[config.mk]
export PLATFORM = sky130hd
export DESIGN_NAME = kds_scan
export DESIGN_NICKNAME = d
export VERILOG_FILES = /design/src/core/kds_fifo.v /design/src/core/kds_scan.v
export VERILOG_INCLUDE_DIRS = /design/src /design/src/core
export SDC_FILE = /design/constraint.sdc
export NUM_CORES = 1
export LEC_CHECK = 0
export BUFFER_PORTS_ARGS = -buffer_cell sky130_fd_sc_hd__buf_4
export CORE_MARGIN = 5
export CORE_UTILIZATION = 65
export DETAILED_ROUTE_END_ITERATION = 16
export HOLD_SLACK_MARGIN = 0.15
export PLACE_DENSITY_LB_ADDON = 0.12
export REMOVE_ABC_BUFFERS = 1
export SLEW_MARGIN = 20
export SYNTH_ARGS = -nofsm -noshare
export SYNTH_HDL_FRONTEND = slang
export SYNTH_SLANG_ARGS = --single-unit
[constraint.sdc]
create_clock -name ref_clk_in -period 6.2 [get_ports ref_clk_in]
set_input_delay 0.31 -clock ref_clk_in [delete_from_list [all_inputs] [get_ports ref_clk_in]]
set_output_delay 0.31 -clock ref_clk_in [all_outputs]
set_load 0.01 [all_outputs]
[src/core/kds_regs.vh]
// constants for the keyboard and display scan interface
// assumes a 40 MHz system clock and an 8-bit host i/o bus
`ifndef KDS_REGS_VH
`define KDS_REGS_VH

// ****************************************************************
// timing
// ****************************************************************
`define KDS_CLK_HZ        40000000
`define KDS_SLOT_TIME_US  1000
`define KDS_SLOT_CYCLES   ((`KDS_CLK_HZ / 1000000) * `KDS_SLOT_TIME_US)
`define KDS_PRESC_W       16

// ****************************************************************
// scan geometry
// ****************************************************************
`define KDS_SLOTS         8
`define KDS_KEY_ROWS      5
`define KDS_COLS          8
`define KDS_FIFO_DEPTH    8
`define KDS_SLOT_W        3
`define KDS_CNT_W         4
`define KDS_COL_W         3

// ****************************************************************
// display word layout
// ****************************************************************
`define KDS_SEG_W         7
`define KDS_DP_BIT        7
`define KDS_SLOT_LAST     3'h7

// ****************************************************************
// host address: 3 bits pick the ram slot on write; reads always return the key store
// ****************************************************************
`define KDS_KEY_VALID_BIT 7

`endif

[src/core/kds_fifo.v]
// eight-entry first-in first-out store for key codes
// assumes one clock, asynchronous active-low reset
`include "kds_regs.vh"

module kds_fifo
(
  input  wire       ref_clk_in,
  input  wire       arst_n_in,
  input  wire       push_in,
  input  wire [5:0] data_in,
  input  wire       pop_in,
  output wire [5:0] data_out,
  output wire       empty_out,
  output wire       overflow_out
);

  reg  [5:0]              mem [0:`KDS_FIFO_DEPTH-1];
  reg  [`KDS_SLOT_W-1:0]  rd_ptr;
  reg  [`KDS_SLOT_W-1:0]  wr_ptr;
  reg  [`KDS_CNT_W-1:0]   count;
  wire                    full;
  wire                    do_pop;
  wire                    clear;

  assign full         = (count == `KDS_FIFO_DEPTH);
  assign empty_out    = (count == 4'h0);
  assign do_pop       = pop_in && !empty_out;
  // push into a full store with no read: wipe it
  assign clear        = push_in && full && !pop_in;
  assign overflow_out = clear;
  assign data_out     = mem[rd_ptr]; // oldest first

  always @(posedge ref_clk_in)
  begin
    if (push_in && !clear)
      mem[wr_ptr] <= data_in;
  end

  always @(posedge ref_clk_in or negedge arst_n_in)
  begin
    if (!arst_n_in)
    begin
      rd_ptr <= 3'h0;
      wr_ptr <= 3'h0;
      count  <= 4'h0;
    end
    else if (clear)
    begin
      rd_ptr <= 3'h0;
      wr_ptr <= 3'h0;
      count  <= 4'h0;
    end
    else
    begin
      if (push_in)
        wr_ptr <= wr_ptr + 3'h1;
      if (do_pop)
        rd_ptr <= rd_ptr + 3'h1;
      if (push_in && !do_pop)
        count <= count + 4'h1;
      else if (do_pop && !push_in)
        count <= count - 4'h1;
    end
  end

endmodule

[src/core/kds_scan.v]
// keyboard and led display scan interface on the host i/o bus
// assumes host strobes synchronous to ref_clk_in, one clock domain
`include "kds_regs.vh"

module kds_scan
(
  input  wire       ref_clk_in,
  input  wire       arst_n_in,
  input  wire       io_request_strobe_n_in,
  input  wire       rd_n_in,
  input  wire       wr_n_in,
  input  wire       cs_n_in,
  input  wire [2:0] addr_in,
  input  wire [7:0] data_in,
  output reg  [7:0] data_out,
  output reg        data_oe_n_out,
  input  wire [7:0] key_col_n_in,
  output reg  [2:0] row_sel_out,
  output reg  [6:0] seg_code_out,
  output reg        dp_out,
  output reg  [4:0] key_row_n_out,
  output reg        key_overflow_out
);

  // ****************************************************************
  // host access decode
  // ****************************************************************
  wire sel;
  wire rd_access;
  wire wr_access;
  reg  rd_access_d;

  assign sel       = !io_request_strobe_n_in && !cs_n_in;
  assign rd_access = sel && !rd_n_in;
  assign wr_access = sel && !wr_n_in;

  // ****************************************************************
  // output ram, one word per scan slot
  // ****************************************************************
  reg [7:0] out_ram [0:`KDS_SLOTS-1];

  always @(posedge ref_clk_in)
  begin
    if (wr_access)
      out_ram[addr_in] <= data_in;
  end

  // ****************************************************************
  // scan prescaler and slot counter
  // ****************************************************************
  reg [`KDS_PRESC_W-1:0] presc;
  reg [`KDS_SLOT_W-1:0]  slot;
  wire                   tick;

  assign tick = (presc == `KDS_SLOT_CYCLES - 1);

  always @(posedge ref_clk_in or negedge arst_n_in)
  begin
    if (!arst_n_in)
    begin
      presc <= 16'h0000;
      slot  <= 3'h0;
    end
    else if (tick)
    begin
      presc <= 16'h0000;
      slot  <= slot + 3'h1;
    end
    else
      presc <= presc + 16'h0001;
  end

  // ****************************************************************
  // display drive, registered per slot
  // ****************************************************************
  wire [7:0] slot_word;

  assign slot_word = out_ram[slot];

  always @(posedge ref_clk_in or negedge arst_n_in)
  begin
    if (!arst_n_in)
    begin
      row_sel_out   <= 3'h0;
      seg_code_out  <= 7'h00;
      dp_out        <= 1'b0;
      key_row_n_out <= 5'h1F;
    end
    else
    begin
      // one slot of eight, about 12.5 percent each
      row_sel_out  <= slot;
      // pattern follows the selected cathode
      seg_code_out <= slot_word[`KDS_SEG_W-1:0];
      // slots 0-3 digits, 4 sign digit
      dp_out       <= slot_word[`KDS_DP_BIT];
      if (slot < `KDS_KEY_ROWS)
        key_row_n_out <= ~(5'h01 << slot);
      else
        key_row_n_out <= 5'h1F;
    end
  end

  // ****************************************************************
  // key capture with per-row held memory
  // ****************************************************************
  reg  [`KDS_COLS-1:0] held [0:`KDS_KEY_ROWS-1];
  reg  [2:0]           col_idx;
  reg                  col_hit;
  reg                  push;
  reg  [5:0]           push_code;
  reg  [2:0]           cap_row;
  wire                 key_row_slot;
  wire [7:0]           cols;
  integer              i;

  assign cols         = ~key_col_n_in;
  assign key_row_slot = (row_sel_out < `KDS_KEY_ROWS);

  always @*
  begin
    col_idx = 3'h0;
    col_hit = 1'b0;
    for (i = `KDS_COLS - 1; i >= 0; i = i - 1)
    begin
      if (cols[i])
      begin
        col_idx = i[2:0];
        col_hit = 1'b1;
      end
    end
  end

  // sample near slot end so rows have settled
  always @(posedge ref_clk_in or negedge arst_n_in)
  begin
    if (!arst_n_in)
    begin
      push      <= 1'b0;
      push_code <= 6'h00;
      cap_row   <= 3'h0;
      for (i = 0; i < `KDS_KEY_ROWS; i = i + 1)
        held[i] <= 8'h00;
    end
    else
    begin
      push    <= 1'b0;
      cap_row <= row_sel_out;
      if (tick && key_row_slot)
      begin
        held[row_sel_out] <= cols;
        // new press only, not while held
        if (col_hit && !held[row_sel_out][col_idx])
        begin
          push      <= 1'b1;
          push_code <= {row_sel_out, col_idx};
        end
      end
    end
  end

  // ****************************************************************
  // key store and host read
  // ****************************************************************
  wire [5:0] fifo_data;
  wire       fifo_empty;
  wire       fifo_ovf;
  wire       pop;

  assign pop = rd_access && !rd_access_d;

  kds_fifo u_fifo
  (
    .ref_clk_in   (ref_clk_in),
    .arst_n_in    (arst_n_in),
    .push_in      (push),
    .data_in      (push_code),
    .pop_in       (pop),
    .data_out     (fifo_data),
    .empty_out    (fifo_empty),
    .overflow_out (fifo_ovf)
  );

  always @(posedge ref_clk_in or negedge arst_n_in)
  begin
    if (!arst_n_in)
    begin
      rd_access_d      <= 1'b0;
      data_out         <= 8'h00;
      data_oe_n_out    <= 1'b1;
      key_overflow_out <= 1'b0;
    end
    else
    begin
      rd_access_d      <= rd_access;
      key_overflow_out <= fifo_ovf;
      data_oe_n_out    <= !rd_access;
      if (pop)
        // valid flag in bit 7, code below
        data_out <= {!fifo_empty, 1'b0, fifo_data};
    end
  end

endmodule

# After elaboration in Yosys (flattened, before gate mapping)
# Memories as Yosys holds them, arrays and structs flattened. A register that Yosys moved wholly into a read port is not among the register bits.
# Index checks and enable logic that the tools add are counted.
# totals
ff_bits	94
mem_bits_rw	112
inputBits	25
out_inout_bits	26
wordCells	108
mem_count	2
# memory_table
memory	words	width	rd	rd_ports_with_merged_regs	wr	line_no	text
out_ram	8	8	1	1	1	kds_scan.v:40	reg [7:0] out_ram [0:`KDS_SLOTS-1];
u_fifo.mem	8	6	1	1	1	kds_fifo.v:17	reg [5:0] mem [0:`KDS_FIFO_DEPTH-1];
# op_classes
addsub	6
order_cmp	5
eq_ne	2
shift	1
n_mux	39
bitwise_logic	3
n_reduce_logical	32
# ops
operator	n
$bwmux W40	1
$mux W3	12
$bmux W8 S3	1
$demux W8 S3	1
$mux W8	3
$add A16 B1 Y16 const B	1
$eq A16 B16 Y1 const B	1
$mux W16	1
$mux W1	15
$logic_not A1 Y1	14
$logic_and A1 B1 Y1	13
$mux W4	3
$add A3 B1 Y3 const B	3
$not A8 Y8	1
$lt A3 B3 Y1 const B	2
$mux W5	1
$not A5 Y5	1
$shl A1 B3 Y5 const A	1
$add A4 B1 Y4 const B	1
$eq A4 B4 Y1 const B	1
$ge A4 B4 Y1 const B	1
$logic_not A4 Y1	1
$lt A3 B4 Y1 const B	1
$lt A4 B1 Y1 const B	1
6 further kinds	7

# Depth between registers and ports, before layout
# logic_depth
depth_word	15
depth_mapped	12
depth_no_buf	12

# Cells and area by module
# Synthesis repeated with hierarchy kept, for this count alone.
# unflattened
cells_unflattened	618
hier_area_um2	8800.9
# modules_own_cells
module	instances	cells_each	area_each_um2	seq_area_each_um2
kds_scan	1	476	6329.8	4231.6
kds_fifo	1	142	2471.1	1691.6

# Least setup slack after synthesis
# No wires, ideal clock.
# synth_path
path_type	reg-to-reg
from	reg u_fifo.count[0]
to	reg u_fifo.count[3]
setup_time_ns	0.136
arrival_time_ns	2.384
t_required_ns	6.064
path_slack_ns	3.680
path_stages_with_launch	12
n_path_buf	1
synth_period_minus_slack_ns	2.520
cell_sequence	dfrtp_1 or3_1 clkbuf_1 o21ai_1 nand2_1 ha_1 a21o_1 a21oi_1 a211oi_1 a31o_2 a22oi_1 o21ai_0
# synth_via
elab_chain_len	7
elab_cells_between_ends	15
cone_classes	add/sub (2); eq/ne (1); mux (3); reduce/logical (9)
# synth_lines
item	line_no	text
from (decl)	kds_fifo.v:20	reg [`KDS_CNT_W-1:0] count;
from (signal assigned)	kds_fifo.v:60	count <= count + 4'h1;
from (signal assigned)	kds_fifo.v:62	count <= count - 4'h1;
parallel branches: the longest is 7 deep, another holds $sub A4 B1 Y4	--	
# Parallel ways; which one is timed is not known. The select of a mux whose other input is x is not followed.
# A chain may end at the register's enable or synchronous reset.

# Worst setup path in the final report
# layout_path
from	in rd_n_in
to	reg u_fifo.count[3]
# layout_via
elab_chain_len	8
elab_cells_between_ends	12
cone_classes	mux (2); reduce/logical (10)
# layout_lines
item	line_no	text
from (decl)	kds_scan.v:10	input wire rd_n_in,
$logic_not A1 Y1 (*)	kds_scan.v:34	assign rd_access = sel && !rd_n_in;
$logic_and A1 B1 Y1 (*)	kds_scan.v:34	
named net rd_access	kds_scan.v:29	wire rd_access;
$logic_and A1 B1 Y1 (*)	kds_scan.v:170	assign pop = rd_access && !rd_access_d;
$logic_and A1 B1 Y1	kds_fifo.v:27	assign do_pop = pop_in && !empty_out;
$logic_not A1 Y1	kds_fifo.v:59	if (push_in && !do_pop)
$logic_and A1 B1 Y1	kds_fifo.v:59	
$mux W4	kds_fifo.v:59	
$mux W4	kds_fifo.v:47	else if (clear)
# Mark *: on every way through the listed nets, which the timed path passes. The rest lies on a longest branch.

==> summary.md <==
| Metric | Value |
|---|---|
| Status | `finished, final reports clean` |
| Yosys warns | `0` |
| Final nets | `about 730` |
| # clock sinks | `214` |
| R2R Path Start | `row_sel_out[1]` |
| Critical Path RT | `6550 ps` |
| CP max FO | `19` |
| RSZ-0062 raised after global routing | `no` |
| WP buf/inv | `4` |
| I/O Buffers | `slightly below 50` |
| Worst reg-to-reg path cell count | `7` |
| Initial antenna violation count | `0` |
| Largest area contributor in the netlist | `edfxtp_1` |
| Cell chain of the critical path | `dlygate4sd3_1, buf_4, nor3_1, dlygate4sd3_1, inv_1, nor2_2, o21ai_1, nand2_1, ha_1, a21o_1, a21oi_1, a211oi_1, a31o_2, a22oi_1, o21ai_0` |
| Grt total ovfl | `0` |
| Cts hold-fix bufs | `19` |
| CP arrival | `4160 ps` |
| Crit path largest cell delay | `610 ps` |
| Vias in the first global route | `roughly 5,600` |
| Largest net degree at the start of global routing | `71` |
| Die Ht | `126 um` |
| Setup tns final | `0 ps` |
| CTS Buf Count | `22` |
| Critical R2R Capture | `push_code[0]` |
| CTS tree | `yes` |
| Starting Density | `66.2%` |
| I/O pin total | `51` |
| CP Launch Type | `input port` |
| Placed cells | `831` |
| # Post-CTS Setup Buffers | `0` |
| Fin Clk Skew | `15.0 ps` |
| Hold Path Class | `input port to flip-flop` |
| Vias per inst | `6.04` |
| Worst slew pin tran | `1020 ps` |
| Rows | `42` |
| Synth area leaders | `edfxtp_1, dfrtp_1, mux4_2` |
| Xor/xnor cell area share of the yosys netlist | `1.70%` |
| Synth Area in Compound Gates | `6.55%` |
| Die Wd | `approximately 130 um` |
| Pins over their slew limit | `0` |
| MaxCap Viol Count | `0` |
| Leakage | `4.08 nW` |
| WS Path Type | `input port to flip-flop` |
| Simple-gate portion of the synthesized area | `10.7%` |
| Worst reg2reg setup slack | `3310 ps` |
| CP endpoint kind | `flip-flop` |
| Clk_lat worst skew | `about 500 ps` |
| Initial drt markers | `between 400 and 500` |
| Post-synthesis cell count | `633` |
| DPL Wire Length | `between 10,000 and 15,000 um` |
| Count leader, synth | `edfxtp_1` |
| Most used DFF post-synth | `edfxtp_1` |
| Pwr per Cell Area | `approximately 300 mW/mm2` |
| Delay-heaviest family, CP | `buffers and inverters` |
| Post-synthesis sequential area ratio | `between 60% and 70%` |
| Diode count | `0` |
| Final Non-Filler Cells | `slightly below 900` |
| Final Hold Vio Count | `0` |
| Clock period minus worst slack | `3800 ps` |
| Number of cells on the critical path | `15` |
| Mapped Area | `0.00876 mm2` |
| Top cell type's share of synthesized area | `38.4%` |
| Gp weighted congestion | `between 0.8 and 0.9` |
| Total Routing Usage GR | `23.4%` |
| Core Box Area | `between 0.01 and 0.015 mm2` |
| First-pass GRT wire length | `around 30,000 um` |
| Max-Slew Margin vs Limit | `31.7%` |
| Cell Area, Placed | `0.00924 mm2` |
| Post-synthesis register bit count | `214` |
| Clk slew on worst S/H paths | `about 60 ps` |
| Netlist cell types | `57` |
| Hold Worst Slack | `213 ps` |
| Number of remaining DRC errors | `0` |
| Post-synth top cells | `edfxtp_1, nand2_1, dfrtp_1` |
| Wire per inst | `roughly 20 um` |
| PostCTS Resize Cnt | `0` |
| Area growth syn-to-layout | `15.4%` |
| Fraction of registers with async set or reset after synthesis | `47.7%` |
| Final setup violation count | `0` |
| DR vias | `5,377` |
| Cell area after layout | `0.0101 mm2` |
| Final ANT Viol Nets | `0` |
| CTS Buffer Depth | `3` |
| Maximum operating frequency | `approximately 0.26 GHz` |
| Detailed Routing Iterations Pass 1 | `5` |
| CP max stage cell | `dlygate4sd3_1` |
| Largest family of logic cells by synthesized area | `simple AND/OR/NAND/NOR gates` |
| CTS root buf | `clkbuf_16` |
| Max VDD drop | `0.000271 V` |
| Crit path launch | `rd_n_in` |
| Layout cells sized above 1 | `18.2%` |
| Routed WL | `17,900 um` |
| CTS HTree Levels | `1` |
| Fin crit share | `61.3%` |
| Synth Area per Inst | `13.8 um2` |
| Mux share of post-synthesis cell area | `9.86%` |
| Adder-Cell Fraction of Synth Area | `1.37%` |
| Die area | `0.0159 mm2` |
| Most used cell, CP | `dlygate4sd3_1` |
| Number of flops mapped to enable cells by yosys | `112` |
| Worst setup path endpoint | `u_fifo.count[3]` |
power by group:
part / switching (mW) / total (mW) / leakage [nW] / internal [mW]
registers: 0.0723 / 1.60 / 2.20 / 1.53
clock network: 0.513 / 1.24 / 0.328 / 0.729
logic: 0.100 / 0.214 / 1.54 / 0.114
total: 0.686 / 3.06 / 4.08 / 2.37
state kept, by name, indices dropped and copies added, names as in the netlist:
signal,cells
key_overflow_out,1
data_oe_n_out,1
data_out,7
push,1
u_fifo.mem,48
held,40
u_fifo.rd_ptr,3
u_fifo.count,4
rd_access_d,1
u_fifo.wr_ptr,3
presc,16
dp_out,1
key_row_n_out,5
row_sel_out,3
out_ram,64
slot,3
seg_code_out,7
push_code,6
worst min-delay path by stage:
stage	startpoint	depth (start not counted)	slack (ps)	endpoint
after floorplan	arst_n_in	0	10	data_out[0]
after global placement	arst_n_in	1	270	u_fifo.count[1]
after detailed placement	arst_n_in	1	280	u_fifo.count[2]
after CTS	addr_in[1]	2	210	out_ram[1][3]
after global routing	addr_in[1]	2	200	out_ram[1][3]
final	addr_in[1]	2	210	out_ram[1][3]
worst reg2reg max path, stage by stage, from the launching register on:
cell and delay (ps):
dfrtp_1 830, nor2b_1 500, and2_1 300, a22oi_1 130, o2111ai_1 140, nand4_1 190, a22oi_4 340, mux2_4 340
final cells by class:
class	instances	area (um2)
Tap cell	176	220
Timing Repair Buffer	72	588
Fill cell	820	3130
Clock inverter	6	63.8
Inverter	14	52.6
Clock buffer	34	617
Multi-Input combinational cell	374	2650
Sequential cell	214	5920
layer usage:
metal | routed length [um] | vias up | GRT usage [%]
li1 | - | 2446 | -
met3 | 1060 | 29 | 3.94
met5 | 0 | - | 0
met1 | 7050 | 2713 | 31.3
met2 | 9490 | 189 | 41.0
met4 | 310 | 0 | 5.30
logic make-up (layout without fill, tap and decap cells):
family | count (synthesis) | count (layout)
AOI/OAI and AO/OA | 96 | 96
adders and majority gates | 9 | 9
xor gates and xnor gates | 17 | 17
buffers and inverters | 45 | 126
other | 1 | 1
and+or+nand+nor | 203 | 203
DFF | 214 | 214
muxes | 48 | 48
cell usage in the layout, fill, tap and decap left out, types with 4 or more instances in the layout:
cell type      Yosys  final
mux2_4             6      6
edfxtp_1         112    112
nand3_1           14     14
a211oi_1           4      4
nor2_1            36     36
inv_1             14     14
dfstp_2            6      6
mux4_2            28     28
nand2b_1           6      6
buf_4              1     53
and3_1             8      8
mux2i_1           11     11
nor3_1            11     11
ha_1               8      8
xor2_1             7      7
clkbuf_1          17     11
xnor2_1           10     10
a21oi_1           16     16
nand2_1           98     98
o21ai_0           51     51
clkbuf_16          0     23
nand4_1            8      8
dlygate4sd3_1      0     19
dfrtp_1           96     96
metrics by stage:
step | util (%) | worst slack (ps) | total power, mW
after floorplan | - | 3590 | 1.74
after global routing | 76.4 | 2080 | 3.17
final | 76.4 | 2400 | 3.06
after CTS | 76.4 | 2410 | 3.08
after global placement | 69.8 | 3170 | 1.82
after detailed placement | 69.8 | 2910 | 1.83
No activity file was read; power rests on OpenSTA's default activity.
